===== src/psw_pkg.sv =====
// Package for the power-save, watchdog and wake controller.
// Assumes a single 40 MHz clock domain; shared by all design files.
package psw_pkg;

  // ****************************************************************
  // Configuration word map
  // ****************************************************************
  localparam logic [23:0] PSW_ADDR_OSC_SEL = 24'hf80006;
  localparam logic [23:0] PSW_ADDR_OSC_CFG = 24'hf80008;
  localparam logic [23:0] PSW_ADDR_WDT_CFG = 24'hf8000a;
  localparam logic [23:0] PSW_ADDR_POR_CFG = 24'hf8000c;
  localparam int          PSW_CFG_USED_W   = 16;
  localparam int          PSW_WDT_EN_BIT   = 7;
  localparam logic [15:0] PSW_ERASED_WORD  = 16'hffff;

  // ****************************************************************
  // Status register layout
  // ****************************************************************
  localparam int PSW_RESET_CONTROL_STATUS_REG_SLEEP = 3;
  localparam int PSW_RESET_CONTROL_STATUS_REG_IDLE  = 2;
  localparam int PSW_RESET_CONTROL_STATUS_REG_SWDT  = 5;
  localparam int PSW_RESET_CONTROL_STATUS_REG_WATCHDOG_TIMEOUT_FLAG  = 4;

  // ****************************************************************
  // Operands and oscillator selections
  // ****************************************************************
  localparam logic       PSW_OP_SLEEP = 1'h0;
  localparam logic       PSW_OP_IDLE  = 1'h1;
  localparam logic [2:0] PSW_OSC_FRC  = 3'h0;
  localparam logic [2:0] PSW_OSC_PRI  = 3'h2;
  localparam logic [2:0] PSW_OSC_PLL  = 3'h3;
  localparam logic [2:0] PSW_OSC_LP   = 3'h4;
  localparam logic [2:0] PSW_OSC_EC   = 3'h7;

  // ****************************************************************
  // Timing
  // ****************************************************************
  localparam int PSW_CLK_MHZ       = 40;
  localparam int PSW_SETTLE_US     = 10;
  localparam int PSW_SETTLE_CYC    = PSW_SETTLE_US * PSW_CLK_MHZ;
  localparam int PSW_CNT_W         = 24;
  localparam int PSW_WDT_W         = 16;
  localparam logic [PSW_WDT_W-1:0] PSW_WDT_START = 16'h0000;

  typedef enum logic [2:0] {
    PSW_RUN    = 3'b000,
    PSW_IDLE   = 3'b001,
    PSW_SLEEP  = 3'b011,
    PSW_SETTLE = 3'b010,
    PSW_OSCW   = 3'b110,
    PSW_POWERUP_TIMER   = 3'b111
  } psw_state_t;

endpackage : psw_pkg


===== src/psw_wdt_if.sv =====
// Interface carrying watchdog control and status between modules.
// Assumes both ends share mclk.
`timescale 1ns/100ps
interface psw_wdt_if;
  logic run;
  logic clear;
  logic timeout;
  modport ctrl (output run, output clear, input timeout);
  modport cnt  (input run, input clear, output timeout);
endinterface : psw_wdt_if


===== src/psw_wdt_cnt.sv =====
// Watchdog up-counter ticking on low-power RC ticks.
// Assumes low_power_rc_osc_tick is a one-cycle pulse synchronous to mclk.
`timescale 1ns/100ps
module psw_wdt_cnt
  import psw_pkg::*;
(
  input  wire logic mclk,
  input  wire logic rst_n,
  input  wire logic low_power_rc_osc_tick,
  psw_wdt_if.cnt    wdt
);
  logic [PSW_WDT_W-1:0] cnt_q;
  logic                 to_q;

  // The count advances only on RC ticks, so it runs with the main clock failed.
  always_ff @(posedge mclk or negedge rst_n) begin
    if (!rst_n) begin
      cnt_q <= PSW_WDT_START;
    end else if (wdt.clear || !wdt.run) begin
      cnt_q <= PSW_WDT_START;
    end else if (low_power_rc_osc_tick) begin
      cnt_q <= cnt_q + 1'b1;
    end
  end

  always_ff @(posedge mclk or negedge rst_n) begin
    if (!rst_n) begin
      to_q <= 1'b0;
    end else begin
      to_q <= wdt.run && !wdt.clear && low_power_rc_osc_tick && (&cnt_q);
    end
  end

  assign wdt.timeout = to_q;
endmodule : psw_wdt_cnt


===== src/psw_dly_cnt.sv =====
// Down counter for wake delays.
// Assumes load is a one-cycle pulse; done is high while idle at zero.
`timescale 1ns/100ps
module psw_dly_cnt
  import psw_pkg::*;
(
  input  wire logic                 mclk,
  input  wire logic                 rst_n,
  input  wire logic                 load,
  input  wire logic [PSW_CNT_W-1:0] value,
  output logic                      done
);
  logic [PSW_CNT_W-1:0] cnt_q;

  always_ff @(posedge mclk or negedge rst_n) begin
    if (!rst_n) begin
      cnt_q <= '0;
    end else if (load) begin
      cnt_q <= value;
    end else if (cnt_q != '0) begin
      cnt_q <= cnt_q - 1'b1;
    end
  end

  assign done = (cnt_q == '0) && !load;
endmodule : psw_dly_cnt


===== src/psw_ctrl.sv =====
// Power-save, watchdog and wake sequencer with config and status registers.
// Assumes core, interrupt logic, oscillator and reset sources are synchronous to mclk.
`timescale 1ns/100ps

// Notes on behaviour
// - Watchdog enable via config bit or software bit.
// - Config bit one forces watchdog on; erased one.
// - Overflow resets device except during Sleep; code also skips the reset in Idle.
// - Config bit zero: software bit five enables.
// - Power-save instruction enters Sleep or Idle.
// - Sleep gates CPU, peripherals, on-chip oscillator.
// - No clock monitor in Sleep; RC kept.
// - Sleep ends on interrupt, reset or time-out.
// - Wake restarts previously active clock source.
// - Crystal waits start-up timer; PLL waits lock.
// - External or fast RC: settle delay only.
// - Running low-power crystal: settle delay only.
// - Interrupt wake from Sleep sets sleep flag.
// - Clock dead: trap to fast RC, else wait.
// - Non power-on reset sets sleep; power-on clears.
// - Time-out in Sleep wakes, sets sleep, time-out.
// - Idle gates CPU only; peripherals may stop.
// - Idle wakes at once, no delay.
// - Idle wake sets idle flag; power-on clears.
// - Time-out in Idle sets idle and time-out.
// - Config words 24 bits, lower 16 used, read-only.
// - Watchdog counts on its own RC clock.
module psw_ctrl
  import psw_pkg::*;
#(
  parameter int POWERUP_TIMER_CYC = 160000,
  parameter int OST_CYC  = 40960,
  parameter int LOCK_CYC = 8000
)(
  input  wire logic        mclk,
  input  wire logic        rst_n,
  input  wire logic        por_evt,
  input  wire logic        master_clear_pin_evt,
  input  wire logic [15:0] cfg_osc_sel,
  input  wire logic [15:0] cfg_osc,
  input  wire logic [15:0] cfg_wdt,
  input  wire logic [15:0] cfg_por,
  input  wire logic        tbl_rd,
  input  wire logic [23:0] tbl_addr,
  input  wire logic        reset_control_status_reg_wr,
  input  wire logic [15:0] reset_control_status_reg_wdata,
  input  wire logic        pwrsave_exec,
  input  wire logic        pwrsave_op,
  input  wire logic        watchdog_clear_instruction_exec,
  input  wire logic        irq_wake,
  input  wire logic        low_power_rc_osc_tick,
  input  wire logic [2:0]  cur_osc_sel,
  input  wire logic        clk_switch_en,
  input  wire logic        pll_locked,
  input  wire logic        osc_running,
  input  wire logic        fail_safe_clock_monitor_en,
  input  wire logic [7:0]  periph_idle_stop,
  output logic [23:0]      tbl_rdata,
  output logic [15:0]      reset_control_status_reg_rdata,
  output logic             cpu_clk_en,
  output logic [7:0]       periph_clk_en,
  output logic             osc_en,
  output logic [2:0]       osc_restart_sel,
  output logic             low_power_rc_osc_en,
  output logic             fail_safe_clock_monitor_active,
  output logic             sys_reset,
  output logic             clk_fail_trap,
  output logic             resume_pulse
);

  // ****************************************************************
  // Watchdog enable and counter
  // ****************************************************************
  psw_wdt_if  wdt ();
  psw_state_t st_q;
  logic       swdt_q;
  logic       hw_en;
  logic       in_sleep;
  logic       in_idle;
  logic       rst_evt;

  assign hw_en    = cfg_wdt[PSW_WDT_EN_BIT];
  assign wdt.run  = hw_en || swdt_q;
  assign wdt.clear = watchdog_clear_instruction_exec;
  assign in_sleep = (st_q == PSW_SLEEP);
  assign in_idle  = (st_q == PSW_IDLE);
  assign rst_evt  = por_evt || master_clear_pin_evt;

  psw_wdt_cnt u_wdt (
    .mclk      (mclk),
    .rst_n     (rst_n),
    .low_power_rc_osc_tick (low_power_rc_osc_tick),
    .wdt       (wdt)
  );

  // ****************************************************************
  // Wake delay selection
  // ****************************************************************
  logic                 dly_load;
  logic [PSW_CNT_W-1:0] dly_val;
  logic                 dly_done;
  logic [2:0]           wake_src;
  logic                 lp_kept_q;

  function automatic logic is_crystal(input logic [2:0] s);
    is_crystal = (s == PSW_OSC_PRI) || (s == PSW_OSC_PLL);
  endfunction : is_crystal

  // A PLL source only counts as usable once it reports lock as well as running.
  function automatic logic clk_ready(input logic [2:0] s, input logic run, input logic lock);
    clk_ready = run && (s != PSW_OSC_PLL || lock);
  endfunction : clk_ready

  assign wake_src = clk_switch_en ? cur_osc_sel : cfg_osc[2:0];

  psw_dly_cnt u_dly (
    .mclk  (mclk),
    .rst_n (rst_n),
    .load  (dly_load),
    .value (dly_val),
    .done  (dly_done)
  );

  // ****************************************************************
  // Sequencer
  // ****************************************************************
  logic wake_evt;
  assign wake_evt = irq_wake || rst_evt || wdt.timeout;
  logic save_go;
  assign save_go  = (st_q == PSW_RUN) && pwrsave_exec && !rst_evt;

  always_ff @(posedge mclk or negedge rst_n) begin
    if (!rst_n) begin
      st_q      <= PSW_RUN;
      dly_load  <= 1'b0;
      dly_val   <= '0;
      lp_kept_q <= 1'b0;
    end else begin
      dly_load <= 1'b0;
      unique case (st_q)
        PSW_RUN: begin
          if (save_go) begin
            st_q      <= (pwrsave_op == PSW_OP_IDLE) ? PSW_IDLE : PSW_SLEEP;
            lp_kept_q <= (wake_src == PSW_OSC_LP);
          end
        end
        PSW_IDLE: begin
          if (wake_evt) begin
            st_q <= PSW_RUN;
          end
        end
        PSW_SLEEP: begin
          if (wake_evt) begin
            st_q     <= PSW_SETTLE;
            dly_load <= 1'b1;
            dly_val  <= PSW_CNT_W'(PSW_SETTLE_CYC);
          end
        end
        PSW_SETTLE: begin
          if (dly_done && !dly_load) begin
            if (is_crystal(wake_src) && !(lp_kept_q && wake_src == PSW_OSC_LP)) begin
              st_q     <= PSW_OSCW;
              dly_load <= 1'b1;
              dly_val  <= PSW_CNT_W'(wake_src == PSW_OSC_PLL ? OST_CYC + LOCK_CYC : OST_CYC);
            end else begin
              st_q <= PSW_RUN;
            end
          end
        end
        PSW_OSCW: begin
          if (dly_done && !dly_load) begin
            st_q     <= PSW_POWERUP_TIMER;
            dly_load <= 1'b1;
            dly_val  <= (cfg_por[2:0] == 3'h0) ? '0 : PSW_CNT_W'(POWERUP_TIMER_CYC);
          end
        end
        PSW_POWERUP_TIMER: begin
          if (dly_done && !dly_load) begin
            if (clk_ready(wake_src, osc_running, pll_locked)) begin
              st_q <= PSW_RUN;
            end else if (fail_safe_clock_monitor_en) begin
              st_q <= PSW_RUN;
            end
          end
        end
        default: begin
          st_q <= PSW_RUN;
        end
      endcase
    end
  end

  // ****************************************************************
  // Clock failure trap
  // ****************************************************************
  logic trap_now;
  logic frc_hold_q;

  // The trap fires when the power-up timer of a crystal or PLL wake is spent, the clock monitor is enabled and the clock is still dead.
  assign trap_now = (st_q == PSW_POWERUP_TIMER) && dly_done && !dly_load && fail_safe_clock_monitor_en &&
                    !clk_ready(wake_src, osc_running, pll_locked);

  // The fast RC stays selected after a trap until software next enters Sleep or Idle, so a
  // failed crystal is never restarted behind the back of the trap handler.
  always_ff @(posedge mclk or negedge rst_n) begin
    if (!rst_n) begin
      frc_hold_q <= 1'b0;
    end else if (trap_now) begin
      frc_hold_q <= 1'b1;
    end else if (save_go) begin
      frc_hold_q <= 1'b0;
    end
  end

  // ****************************************************************
  // Status register
  // ****************************************************************
  logic sleep_f_q;
  logic idle_f_q;
  logic watchdog_timeout_flag_f_q;

  // Hardware set wins over a software write in the same cycle.
  always_ff @(posedge mclk or negedge rst_n) begin
    if (!rst_n) begin
      sleep_f_q <= 1'b0;
      idle_f_q  <= 1'b0;
      watchdog_timeout_flag_f_q  <= 1'b0;
      swdt_q    <= 1'b0;
    end else begin
      if (reset_control_status_reg_wr) begin
        sleep_f_q <= reset_control_status_reg_wdata[PSW_RESET_CONTROL_STATUS_REG_SLEEP];
        idle_f_q  <= reset_control_status_reg_wdata[PSW_RESET_CONTROL_STATUS_REG_IDLE];
        watchdog_timeout_flag_f_q  <= reset_control_status_reg_wdata[PSW_RESET_CONTROL_STATUS_REG_WATCHDOG_TIMEOUT_FLAG];
        swdt_q    <= reset_control_status_reg_wdata[PSW_RESET_CONTROL_STATUS_REG_SWDT];
      end
      if (in_sleep && (irq_wake || master_clear_pin_evt || wdt.timeout)) begin
        sleep_f_q <= 1'b1;
      end
      if (in_idle && (irq_wake || master_clear_pin_evt || wdt.timeout)) begin
        idle_f_q <= 1'b1;
      end
      if (wdt.timeout && wdt.run) begin
        watchdog_timeout_flag_f_q <= 1'b1;
      end
      if (por_evt) begin
        sleep_f_q <= 1'b0;
        idle_f_q  <= 1'b0;
        watchdog_timeout_flag_f_q  <= 1'b0;
      end
    end
  end

  // ****************************************************************
  // Outputs
  // ****************************************************************
  always_ff @(posedge mclk or negedge rst_n) begin
    if (!rst_n) begin
      tbl_rdata  <= '0;
      reset_control_status_reg_rdata <= '0;
    end else begin
      unique case (tbl_addr)
        PSW_ADDR_OSC_SEL: tbl_rdata <= {8'h00, cfg_osc_sel};
        PSW_ADDR_OSC_CFG: tbl_rdata <= {8'h00, cfg_osc};
        PSW_ADDR_WDT_CFG: tbl_rdata <= {8'h00, cfg_wdt};
        PSW_ADDR_POR_CFG: tbl_rdata <= {8'h00, cfg_por};
        default:          tbl_rdata <= '0;
      endcase
      if (!tbl_rd) begin
        tbl_rdata <= '0;
      end
      reset_control_status_reg_rdata <= '0;
      reset_control_status_reg_rdata[PSW_RESET_CONTROL_STATUS_REG_SLEEP] <= sleep_f_q;
      reset_control_status_reg_rdata[PSW_RESET_CONTROL_STATUS_REG_IDLE]  <= idle_f_q;
      reset_control_status_reg_rdata[PSW_RESET_CONTROL_STATUS_REG_WATCHDOG_TIMEOUT_FLAG]  <= watchdog_timeout_flag_f_q;
      reset_control_status_reg_rdata[PSW_RESET_CONTROL_STATUS_REG_SWDT]  <= swdt_q;
    end
  end

  logic sleepish;
  assign sleepish = in_sleep || st_q == PSW_SETTLE || st_q == PSW_OSCW || st_q == PSW_POWERUP_TIMER;

  always_ff @(posedge mclk or negedge rst_n) begin
    if (!rst_n) begin
      cpu_clk_en      <= 1'b1;
      periph_clk_en   <= '1;
      osc_en          <= 1'b1;
      osc_restart_sel <= PSW_OSC_FRC;
      low_power_rc_osc_en         <= 1'b1;
      fail_safe_clock_monitor_active     <= 1'b0;
      sys_reset       <= 1'b0;
      clk_fail_trap   <= 1'b0;
      resume_pulse    <= 1'b0;
    end else begin
      cpu_clk_en      <= (st_q == PSW_RUN);
      periph_clk_en   <= sleepish ? '0 : (in_idle ? ~periph_idle_stop : '1);
      osc_en          <= !in_sleep || (lp_kept_q && wake_src == PSW_OSC_LP);
      osc_restart_sel <= (trap_now || frc_hold_q) ? PSW_OSC_FRC : wake_src;
      low_power_rc_osc_en         <= wdt.run || (fail_safe_clock_monitor_en && !sleepish);
      fail_safe_clock_monitor_active     <= fail_safe_clock_monitor_en && !sleepish;
      sys_reset       <= wdt.timeout && !in_sleep && !in_idle;
      clk_fail_trap   <= trap_now;
      resume_pulse    <= in_idle && wake_evt;
    end
  end

endmodule : psw_ctrl


===== config.mk =====
export PLATFORM = sky130hd
export DESIGN_NAME = psw_ctrl
export DESIGN_NICKNAME = d
export VERILOG_FILES = /design/src/psw_pkg.sv /design/src/psw_wdt_if.sv /design/src/psw_wdt_cnt.sv /design/src/psw_dly_cnt.sv /design/src/psw_ctrl.sv
export SDC_FILE = /design/constraint.sdc
export NUM_CORES = 1
export LEC_CHECK = 0
export BUFFER_PORTS_ARGS = -buffer_cell sky130_fd_sc_hd__clkbuf_2
export CAP_MARGIN = 15
export CORE_AREA = 3 3 106 108
export DETAILED_ROUTE_END_ITERATION = 12
export DIE_AREA = 0 0 109 111
export PLACE_DENSITY = 0.79
export SLEW_MARGIN = 20
export SYNTH_ARGS = -nofsm -noshare
export SYNTH_HDL_FRONTEND = slang
export SYNTH_HIERARCHICAL = 1
export SYNTH_SLANG_ARGS = --single-unit

===== constraint.sdc =====
create_clock -name mclk -period 3.3 [get_ports mclk]
set_clock_uncertainty 0.05 [all_clocks]
set_input_delay 0.825 -clock mclk [delete_from_list [all_inputs] [get_ports mclk]]
set_output_delay 0.825 -clock mclk [all_outputs]
set_load 0.005 [all_outputs]

==> impl_metrics.py, run 1 <==
metrics = {
    "outcome": {
        "status": "completed",
    },
    "synth": {
        "synth_edf_count": 0,
        "post_synth_instance_area_um2": 5159,
        "ys.flop_type": "dfrtp_1",
        "yosys.area.top_type": "dfrtp_1",
        "ys_async_sr_fraction_pct": 100.0,
        "ys_seq_elements": 96,
        "yosysWarnings": 6,
        "synthTopCellsByCount": "dfrtp_1 (85), nor2_1 (70), a21oi_1 (29), mux2_2 (23), nand2_1 (23)",
        "yosys.cell_count.top_type": "dfrtp_1",
        "synth_area_leaders": "dfrtp_1 (41%), dfstp_2 (5.6%), nor2_1 (5.1%)",
        "netlist.area_leader.share_pct": 41.23,
        "syn_area_per_cell_um2": 10.38,
        "synth_cells": 497,
        "post_synth_num_cell_types": 67,
        "synth.yosys.seq_area_share_pct": 46.83,
    },
    "drt": {
        "vias": 4397,
        "detail_route.vias_per_cell": 5.510,
        "drc": 0,
        "routed_wirelength_um": 12950,
        "postRouteAntennaNets": 0,
        "drt_pre_antenna_iters": 9,
        "detailedRoute.firstIterationViolations": 319,
        "avgRoutedWirePerCell_um": 16.23,
    },
    "critical_path": {
        "r2r_end": "dly_val[8]",
        "timing.critical_path.cells": "or4_1 > nor2_1 > and4_1 > nor2b_1 > o211ai_1 > o21ai_2 > mux2_2",
        "max_stage_delay_ns": 0.66,
        "cp_data_required_time_ns": 3.53,
        "worst_r2r_path_depth": 7,
        "cp_max_fo": 8,
        "crit-reg2reg-launch": "u_dly/cnt_q[18]",
        "worstSetupPathType": "reg2reg",
        "timing.critical_path.to_type": "register",
        "critical-path-slowest-cell": "or4_1",
        "worst-endpoint-arrival_ns": 3.08,
        "startpoint_type": "register",
        "r2r_setup_slack_ns": 0.45,
    },
    "timing": {
        "clock.fmax_ghz": 0.3505,
        "grt_setup_unrepaired": "false",
        "finalCriticalPeriod_ns": 2.853,
        "max_slew_margin_pct": 51.72,
        "final_min_period_over_clock_period_pct": 86.45,
        "report.final.slew_viol_count": 0,
        "holdWs_ns": 0.3377,
        "slack_of_the_critical_path_ns": 0.4471,
        "timing.setup.tns_ns": 0,
        "finalSetupViolCount": 0,
        "actual_slew_at_the_worst_max_slew_pin_ns": 0.7231,
        "final_hold_violation_count": 0,
    },
    "clocking": {
        "cts_max_path_buffers": 2,
        "htree_num_levels": 3,
        "numClockSinks": 96,
        "cts.reportedPaths.clkPinSlew_ns": 0.10,
        "clock-root-buffer": "clkbuf_8",
        "cts.repair.resized": 0,
        "tritoncts": "yes",
        "clock_buffer_count_from_cts": 9,
        "holdBufCountCts": 0,
        "post_cts.repair.setup_buffers": 0,
        "clock_latency_on_the_worst_skew_pair_ns": 0.39,
    },
    "floorplanning": {
        "floorplan.io_pins": 188,
        "row_count": 37,
        "core_area_um2": 10320,
        "floorplan.initialDensity_pct": 49.97,
        "die_area_um2": 12100,
        "die_h_um": 111,
        "floorplan.die.width_um": 109,
    },
    "grt": {
        "antenna_found_initial": 0,
        "grt.total_usage_pct": 22.24,
        "grt_start_max_net_pins": 50,
        "grt_pass1_vias": 4390,
        "grt.overflow.total": 0,
        "grt_pass1_wl_um": 21420,
    },
    "placement": {
        "placed_cells": 782,
        "placed_cell_area_um2": 6020,
        "dp_hpwl_um": 9871,
        "gp_routability_congestion": 0.8305,
        "placement.setup.worst_slack_ns": 0.4577,
        "number_of_buffers_inserted_by_port_buffering": 155,
    },
    "final_layout": {
        "stdcell_area_um2": 6217,
        "final_cell_count_no_fill": 798,
        "drive_gt1_share_pct": 37.61,
        "fin_nets": 790,
        "area_growth_from_synthesis_to_layout_pct": 20.52,
        "antenna_cells": 0,
        "core_occupancy_in_the_finished_layout_pct": 60.22,
    },
    "worst_hold_path": {
        "hp-class": "reg2reg",
        "timing.hold.worst_endpoint": "reset_control_status_reg_rdata[2]",
        "hold_depth": 0,
        "hold_path.startpoint": "idle_f_q",
    },
    "power": {
        "power_density_nw_per_um2": 396.9,
        "design_power_total_mw": 2.468,
        "leak_nw": 2.913,
        "vdd_ir_drop_max_mv": 0.3833,
    },
    "run": {
        "cap_viol_max_count": 0,
    },
}
-- routing by layer --
layer / track usage, % / routed length (µm) / vias to the layer above
met1: 27.05 / 5160 / 2140
met3: 5.882 / 757 / 22
met5: 0 / 0 / -
li1: - / - / 2092
met4: 7.828 / 243 / 0
met2: 37.63 / 6791 / 143
-- where the power goes --
group / internal [mW] / total, mW / switching, mW / leakage, nW
logic: 0.173 / 0.349 / 0.175 / 1.61
clock network: 0.297 / 0.773 / 0.476 / 0.0942
registers: 1.25 / 1.35 / 0.0927 / 1.21
-- sequential cells by signal, indices dropped and copies added (netlist names), 3 cells and up --
register / count
u_wdt/cnt_q: 16
dly_val: 7
reset_control_status_reg_rdata: 4
u_dly/cnt_q: 24
st_q: 3
osc_restart_sel: 3
tbl_rdata: 16
periph_clk_en: 8
-- layout by cell type, fill, tap and decap left out, types with 4 or more instances in the layout --
| cell | count |
|---|---|
| dfstp_2 | 11 |
| nor3_2 | 4 |
| or4_1 | 6 |
| dfrtp_1 | 85 |
| inv_1 | 9 |
| o31ai_1 | 4 |
| nor2_1 | 70 |
| conb_1 | 32 |
| nand2_1 | 23 |
| mux2i_1 | 7 |
| or2_2 | 5 |
| a222oi_1 | 16 |
| a311oi_1 | 7 |
| nand4_1 | 7 |
| nor2b_1 | 5 |
| nor4_4 | 4 |
| a21oi_1 | 29 |
| o21ai_0 | 10 |
| xnor2_1 | 14 |
| and4_1 | 5 |
| xor2_1 | 11 |
| nor3_1 | 13 |
| a21o_1 | 4 |
| buf_4 | 9 |
| mux2_2 | 23 |
| clkbuf_8 | 9 |
| and3_1 | 4 |
| nand3_1 | 7 |
| a211oi_1 | 6 |
| nor4_1 | 5 |
| or3_1 | 5 |
| clkbuf_2 | 154 |
-- how the worst max path moves through the flow --
stage,startpoint,cells after the start,to,slack [ns]
floorplan,u_dly/cnt_q[10],9,dly_val[11],0.45
global placement,u_dly/cnt_q[18],7,dly_val[14],0.52
detailed placement,u_dly/cnt_q[18],7,dly_val[13],0.46
CTS,u_dly/cnt_q[18],7,dly_val[11],0.42
global route,u_dly/cnt_q[18],8,st_q[1],0.17
finish,u_dly/cnt_q[18],7,dly_val[8],0.45
-- worst max-delay path: cells and delay by family (launching register included) --
family             cells  cell delay [ns]
AOI/OAI and AO/OA      2             0.44
and+or+nand+nor        4             1.46
DFF                    1             0.41
muxes                  1             0.38
-- logic make-up after synthesis --
kind of cell	share of synthesized area (%)
mux	6.597
xor+xnor	4.244
compound gates	13.51
flops	46.83
simple gates	21.78
other cells	0.07269
fa+ha+maj	0.7277
buf+inv	6.233
-- layout make-up --
type	instances	area, µm²
clock buffers	9	123.9
clock inverters	7	73.82
fillers	863	4106
inverters	10	37.54
multi-input cells	376	2537
flip-flops and latches	96	2416
well taps	136	170.2
repair buffers	164	858.3
Power figures use the tool's default switching activity.
==> inputs of run 2 (changes only) <==
--- a/config.mk
+++ b/config.mk
@@ -7,10 +7,11 @@
 export LEC_CHECK = 0
 export BUFFER_PORTS_ARGS = -buffer_cell sky130_fd_sc_hd__clkbuf_2
 export CAP_MARGIN = 15
-export CORE_AREA = 3 3 106 108
+export CORE_AREA = 3 3 112 114
 export DETAILED_ROUTE_END_ITERATION = 12
-export DIE_AREA = 0 0 109 111
-export PLACE_DENSITY = 0.79
+export DIE_AREA = 0 0 115 117
+export PLACE_DENSITY = 0.75
+export RECOVER_POWER = 25
 export SLEW_MARGIN = 20
 export SYNTH_ARGS = -nofsm -noshare
 export SYNTH_HDL_FRONTEND = slang
==> constraint.sdc (replaced) <==
create_clock -name mclk -period 2.57 [get_ports mclk]
set_clock_uncertainty 0.05 [all_clocks]
set_input_delay 0.6425 -clock mclk [delete_from_list [all_inputs] [get_ports mclk]]
set_output_delay 0.6425 -clock mclk [all_outputs]
set_load 0.005 [all_outputs]
==> run 2 against run 1 <==
- the flow now finishes with violations (capacitance limit, slew limit)
- non-clock buffer count increased by 9
- first-iteration DRC count decreased by 23%
- combinational power increased by 30%
- critical path type unchanged
- largest cell class unchanged
==> impl_metrics.py, run 2 (synthesis results as in run 1) <==
metrics = {
    "final_layout": {
        "largest_register": "u_dly/cnt_q",
        "layout.cells.most_common_list": "clkbuf_2 (154), dfrtp_1 (84), nor2_1 (69)",
        "area_growth_from_synthesis_to_layout_pct": 24.84,
        "layout.cells.most_common": "clkbuf_2",
        "fin_nets": 799,
        "number_of_flip_flops_under_the_largest_register_name": 24,
        "fill_cells": 1008,
        "largest_registers": "u_dly/cnt_q: 24 flops, tbl_rdata: 16 flops, u_wdt/cnt_q: 16 flops",
        "final_cell_count_no_fill": 814,
        "antenna_cells": 0,
        "drive_gt1_share_pct": 39.20,
    },
    "timing": {
        "report.final.slew_viol_count": 34,
        "finalSetupViolCount": 0,
        "final_min_period_over_clock_period_pct": 96.36,
        "clock.fmax_ghz": 0.4038,
        "timing.setup.tns_ns": 0,
        "final_hold_violation_count": 0,
        "max_slew_margin_pct": -24.44,
        "actual_slew_at_the_worst_max_slew_pin_ns": 1.867,
        "grt_setup_unrepaired": "false",
        "finalCriticalPeriod_ns": 2.476,
    },
    "floorplanning": {
        "core_area_um2": 11520,
        "row_count": 39,
        "floorplan.initialDensity_pct": 44.80,
        "die_h_um": 117,
        "die_area_um2": 13460,
        "floorplan.die.width_um": 115,
        "floorplan.io_pins": 188,
    },
    "critical_path": {
        "timing.critical_path.cells": "or4_4 > nor2_1 > and4_1 > nor2b_4 > o211ai_1 > o21ai_4 > mux2_2",
        "worstPathBufferInverterCount": 0,
        "critical-path-slowest-cell": "or4_4",
        "cp_data_required_time_ns": 2.74,
        "cpLargestDelayFamily": "simple AND/OR/NAND/NOR gates",
        "r2r_setup_slack_ns": 0.09,
        "worst_r2r_path_depth": 7,
        "r2r_end": "dly_val[8]",
        "crit-reg2reg-launch": "u_dly/cnt_q[6]",
        "cp_max_fo": 8,
        "max_stage_delay_ns": 0.58,
        "setup.worst_path.start": "u_dly/cnt_q[6]",
        "timing.critical_path.to_type": "register",
        "worst-endpoint-arrival_ns": 2.64,
        "startpoint_type": "register",
        "worstSetupPathType": "reg2reg",
    },
    "placement": {
        "gp_routability_congestion": 0.8670,
        "dp_hpwl_um": 10220,
        "placed_cells": 795,
        "number_of_buffers_inserted_by_port_buffering": 155,
    },
    "clocking": {
        "holdBufCountCts": 0,
        "clock-root-buffer": "clkbuf_16",
        "cts.reportedPaths.clkPinSlew_ns": 0.06,
        "htree_num_levels": 3,
        "numClockSinks": 96,
        "clock_latency_on_the_worst_skew_pair_ns": 0.34,
        "cts_max_path_buffers": 2,
        "tritoncts": "yes",
        "clock_buffer_count_from_cts": 9,
    },
    "drt": {
        "met1_length_um": 5198,
        "met2_wirelength_um": 6997,
        "detailedRoute.firstIterationViolations": 245,
        "met3WireLength_um": 714,
        "avgRoutedWirePerCell_um": 16.12,
        "route.top_layer_used": "met4",
        "routed_wirelength_um": 13120,
        "drt_pre_antenna_iters": 6,
        "detail_route.vias_per_cell": 5.461,
        "vias": 4445,
        "drc": 0,
        "postRouteAntennaNets": 0,
    },
    "outcome": {
        "status": "finished with violations",
        "failing_checks": "capacitance limit, slew limit",
    },
    "grt": {
        "grt_start_max_net_pins": 41,
        "grt_pass1_wl_um": 21490,
        "grt.overflow.total": 0,
        "grt_pass1_vias": 4412,
        "grt.total_usage_pct": 19.85,
        "antenna_found_initial": 0,
    },
    "worst_hold_path": {
        "hold_path.startpoint": "idle_f_q",
        "hold_depth": 0,
        "timing.hold.worst_endpoint": "reset_control_status_reg_rdata[2]",
        "hp-class": "reg2reg",
    },
    "run": {
        "cap_viol_max_count": 1,
    },
    "power": {
        "vdd_ir_drop_max_mv": 0.3146,
        "leak_nw": 3.007,
        "power_density_nw_per_um2": 549.5,
    },
}
-- run 2: cell count changes in the layout (fill, tap and decap cells not counted), moves of 2 or more --
cell       previous run  this run
inv_8                 3         0
clkinv_2              0         2
buf_4                 9        17
clkbuf_16             0         9
clkbuf_8              9         2
-- run 2: through the flow --
stage          worst slack [ns]  util (%)  power [mW]  hold slack, ns  instance area [µm²]
6_report                0.09361     55.92       3.539          0.3270                 6440
5_1_grt                0.001261     55.92       3.710          0.3413                 6440
4_1_cts                 0.04685     55.58       3.569          0.2090                 6401
3_5_place_dp            0.06979     52.91       2.209          0.3111                 6093
3_3_place_gp             0.1202     52.91       2.178          0.3135                 6093
2_1_floorplan           0.02060         -       2.005          0.2969                 5303
-- run 2: area by class of cell --
type | instances | area, µm² | share of cell area [%]
timing repair buffer | 173 | 922.1 | 14.32
tap | 143 | 178.9 | 2.778
clock buffer | 11 | 252.7 | 3.925
clock inverter | 5 | 55.05 | 0.8549
inverter | 10 | 37.54 | 0.5829
sequential | 96 | 2417 | 37.54
multi-input combinational | 376 | 2576 | 40.00
-- run 2: worst max-delay path by stage --
| stage | end | slack [ns] | cells after the start |
|---|---|---|---|
| 6_report | dly_val[8] | 0.09 | 7 |
| 3_5_place_dp | dly_val[15] | 0.07 | 7 |
| 4_1_cts | dly_val[12] | 0.05 | 7 |
| 5_1_grt | dly_val[8] | 0.001 | 7 |
| 2_1_floorplan | dly_val[11] | 0.02 | 9 |
| 3_3_place_gp | dly_val[13] | 0.12 | 7 |
-- run 2: what timing repair did --
| item | CTS | global route |
|---|---|---|
| gates resized for setup | 0 | 5 |
| setup endpoints to repair | 0 | 11 |
| endpoints found under the hold margin | 0 | 0 |
| buffers inserted | 0 | 3 |
-- run 2: routing by layer --
layer / GRT usage (%) / vias to the layer above
met5: 0 / -
met4: 5.321 / 0
met3: 4.216 / 21
met2: 36.11 / 144
met1: 23.87 / 2174
li1: - / 2106
-- run 2: power breakdown --
part           switching [mW]  internal (mW)
combinational           0.229          0.226
sequential              0.121           1.61
clock                   0.546          0.803
==> inputs of run 3 (changes only) <==
--- a/config.mk
+++ b/config.mk
@@ -7,10 +7,12 @@
 export LEC_CHECK = 0
 export BUFFER_PORTS_ARGS = -buffer_cell sky130_fd_sc_hd__clkbuf_2
 export CAP_MARGIN = 15
-export CORE_AREA = 3 3 112 114
+export CORE_AREA = 3 3 109 111
+export CTS_BUF_LIST = sky130_fd_sc_hd__clkbuf_4 sky130_fd_sc_hd__clkbuf_8
 export DETAILED_ROUTE_END_ITERATION = 12
-export DIE_AREA = 0 0 115 117
-export PLACE_DENSITY = 0.75
+export DIE_AREA = 0 0 112 114
+export MAX_ROUTING_LAYER = met4
+export PLACE_DENSITY = 0.79
 export RECOVER_POWER = 25
 export SLEW_MARGIN = 20
 export SYNTH_ARGS = -nofsm -noshare
==> run 3 against run 2 <==
- the run now ends clean
- sequential power about the same
- die area decreased by 5.1%
- sequential share of layout area grew 0.38 points
- maximum frequency shrank 2.0%
- critical path depth is the same
- via count rose by 1.7%
- non-clock buffer count up 8
- core utilization up 2.6 points
- routed wire length decreased by 0.67%
- critical endpoint is now dly_val[15]
- largest cell class unchanged
- largest power group unchanged
- highest routed layer unchanged
==> impl_metrics.py, run 3 (synthesis results as in run 1) <==
metrics = {
    "floorplanning": {
        "die_area_um2": 12770,
        "core_area_um2": 10890,
        "floorplan.io_pins": 188,
        "floorplan.die.width_um": 112,
        "row_count": 38,
        "die_h_um": 114,
        "floorplan.initialDensity_pct": 47.38,
    },
    "final_layout": {
        "multiInputGateArea_um2": 2585,
        "area_growth_from_synthesis_to_layout_pct": 23.53,
        "area_taken_by_flip_flops_and_latches_um2": 2416,
        "layout.cells.most_common_list": "clkbuf_2 (155), dfrtp_1 (85), nor2_1 (68)",
        "drive_gt1_share_pct": 40.35,
        "largest_register": "u_dly/cnt_q",
        "layout.cells.most_common": "clkbuf_2",
        "fin_nets": 807,
        "largest_registers": "u_dly/cnt_q: 24 flops, tbl_rdata: 16 flops, u_wdt/cnt_q: 16 flops",
        "fill_cells": 892,
        "antenna_cells": 0,
        "core_occupancy_in_the_finished_layout_pct": 58.53,
        "number_of_flip_flops_under_the_largest_register_name": 24,
    },
    "power": {
        "design_power_total_mw": 3.183,
        "clockPowerShare_pct": 30.4,
        "power_density_nw_per_um2": 499.4,
        "vdd_ir_drop_max_mv": 0.3170,
        "power.net_switching_mw": 0.8707,
        "switching_share_pct": 27.36,
        "share_seq_of_total_power_pct": 53.9,
        "leak_nw": 2.991,
        "combPwrFrac_pct": 15.7,
        "internal_mw": 2.312,
    },
    "critical_path": {
        "r2r_end": "dly_val[15]",
        "worst-endpoint-arrival_ns": 2.72,
        "r2r_setup_slack_ns": 0.04,
        "startpoint_type": "register",
        "cp_max_fo": 8,
        "cp_data_required_time_ns": 2.76,
        "crit-reg2reg-launch": "u_dly/cnt_q[10]",
        "worst_r2r_path_depth": 7,
        "timing.critical_path.to_type": "register",
        "worstSetupPathType": "reg2reg",
    },
    "grt": {
        "grt_pass1_vias": 4520,
        "grt_pass1_wl_um": 21000,
        "grt.overflow.total": 0,
        "grt.total_usage_pct": 20.69,
        "grt_start_max_net_pins": 45,
        "antenna_found_initial": 0,
    },
    "placement": {
        "gp_routability_congestion": 0.9939,
        "number_of_buffers_inserted_by_port_buffering": 155,
        "dp_hpwl_um": 10130,
    },
    "clocking": {
        "cts.reportedPaths.clkPinSlew_ns": 0.09,
        "tritoncts": "yes",
        "clock_latency_on_the_worst_skew_pair_ns": 0.36,
        "clock_buffer_count_from_cts": 9,
        "numClockSinks": 96,
        "clock-root-buffer": "clkbuf_8",
        "htree_num_levels": 3,
        "cts_max_path_buffers": 2,
        "holdBufCountCts": 0,
    },
    "outcome": {
        "status": "completed",
    },
    "timing": {
        "grt_setup_unrepaired": "false",
        "final_hold_violation_count": 0,
        "timing.setup.tns_ns": 0,
        "actual_slew_at_the_worst_max_slew_pin_ns": 1.090,
        "finalSetupViolCount": 0,
        "final_min_period_over_clock_period_pct": 98.32,
        "holdWs_ns": 0.3332,
        "report.final.slew_viol_count": 0,
        "clock.fmax_ghz": 0.3957,
        "max_slew_margin_pct": 27.36,
        "finalCriticalPeriod_ns": 2.527,
    },
    "worst_hold_path": {
        "hold_depth": 0,
        "hp-class": "reg2reg",
        "hold_path.startpoint": "sleep_f_q",
        "timing.hold.worst_endpoint": "reset_control_status_reg_rdata[3]",
    },
    "drt": {
        "drt_pre_antenna_iters": 8,
        "detail_route.vias_per_cell": 5.520,
        "vias": 4521,
        "detailedRoute.firstIterationViolations": 324,
        "drc": 0,
        "avgRoutedWirePerCell_um": 15.91,
        "postRouteAntennaNets": 0,
        "routed_wirelength_um": 13030,
    },
    "run": {
        "cap_viol_max_count": 0,
    },
}
run 3: metal layers:
layer | wire [µm] | up-vias | share of wire [%] | GRT usage, %
li1 | - | 2121 | - | -
met1 | 5263 | 2211 | 40 | 24.56
met2 | 6876 | 163 | 53 | 35.61
met3 | 647 | 26 | 5.0 | 3.979
met4 | 244 | 0 | 1.9 | 6.971
met5 | 0 | - | 0 | -
run 3: timing repair:
item,4_1_cts,5_1_grt
setup endpoints to repair,0,11
gates resized for setup,0,7
buffers inserted,0,3
run 3: final cells by class:
cell class	count	share of cell area, %
Sequential cell	96	37.91
Clock inverter	6	0.9425
Clock buffer	10	2.062
Multi-Input combinational cell	376	40.57
Inverter	10	0.5890
Timing Repair Buffer	181	15.18
Tap cell	140	2.749
run 3: how the worst max path moves through the flow:
stage | from | endpoint | slack, ns | depth (start not counted)
after detailed placement | u_dly/cnt_q[21] | dly_val[15] | 0.07 | 7
after CTS | u_dly/cnt_q[21] | dly_val[15] | 0.04 | 7
after floorplan | u_dly/cnt_q[18] | dly_val[11] | 0.02 | 9
after global placement | u_dly/cnt_q[18] | dly_val[8] | 0.1 | 7
final | u_dly/cnt_q[10] | dly_val[15] | 0.04 | 7
after global routing | u_dly/cnt_q[10] | dly_val[15] | 0.00007 | 7
run 3: power by group through the flow:
stage                     Clock, mW  Combinational (mW)  Sequential, mW
after floorplan                   0               0.278            1.73
after global placement            0               0.471            1.73
after detailed placement          0               0.499            1.74
after CTS                     0.986               0.502            1.71
after global routing           1.04               0.562            1.73
final                         0.966               0.501            1.72
run 3: stage by stage:
step	setup slack [ns]	cells	cell area (µm²)
after floorplan	0.02060	528	5303
after global placement	0.09507	800	6150
after detailed placement	0.07311	800	6150
after CTS	0.03897	816	6341
after global routing	0.00007172	819	6372
final	0.04313	819	6372
run 3: worst max-delay path, stage by stage (launching register included):
cell      delay [ns]
dfrtp_1         0.43
or3_4           0.42
nor4_2          0.27
and4_4          0.30
nor2b_4         0.19
o211ai_1        0.19
o21ai_4         0.18
mux2_2          0.38
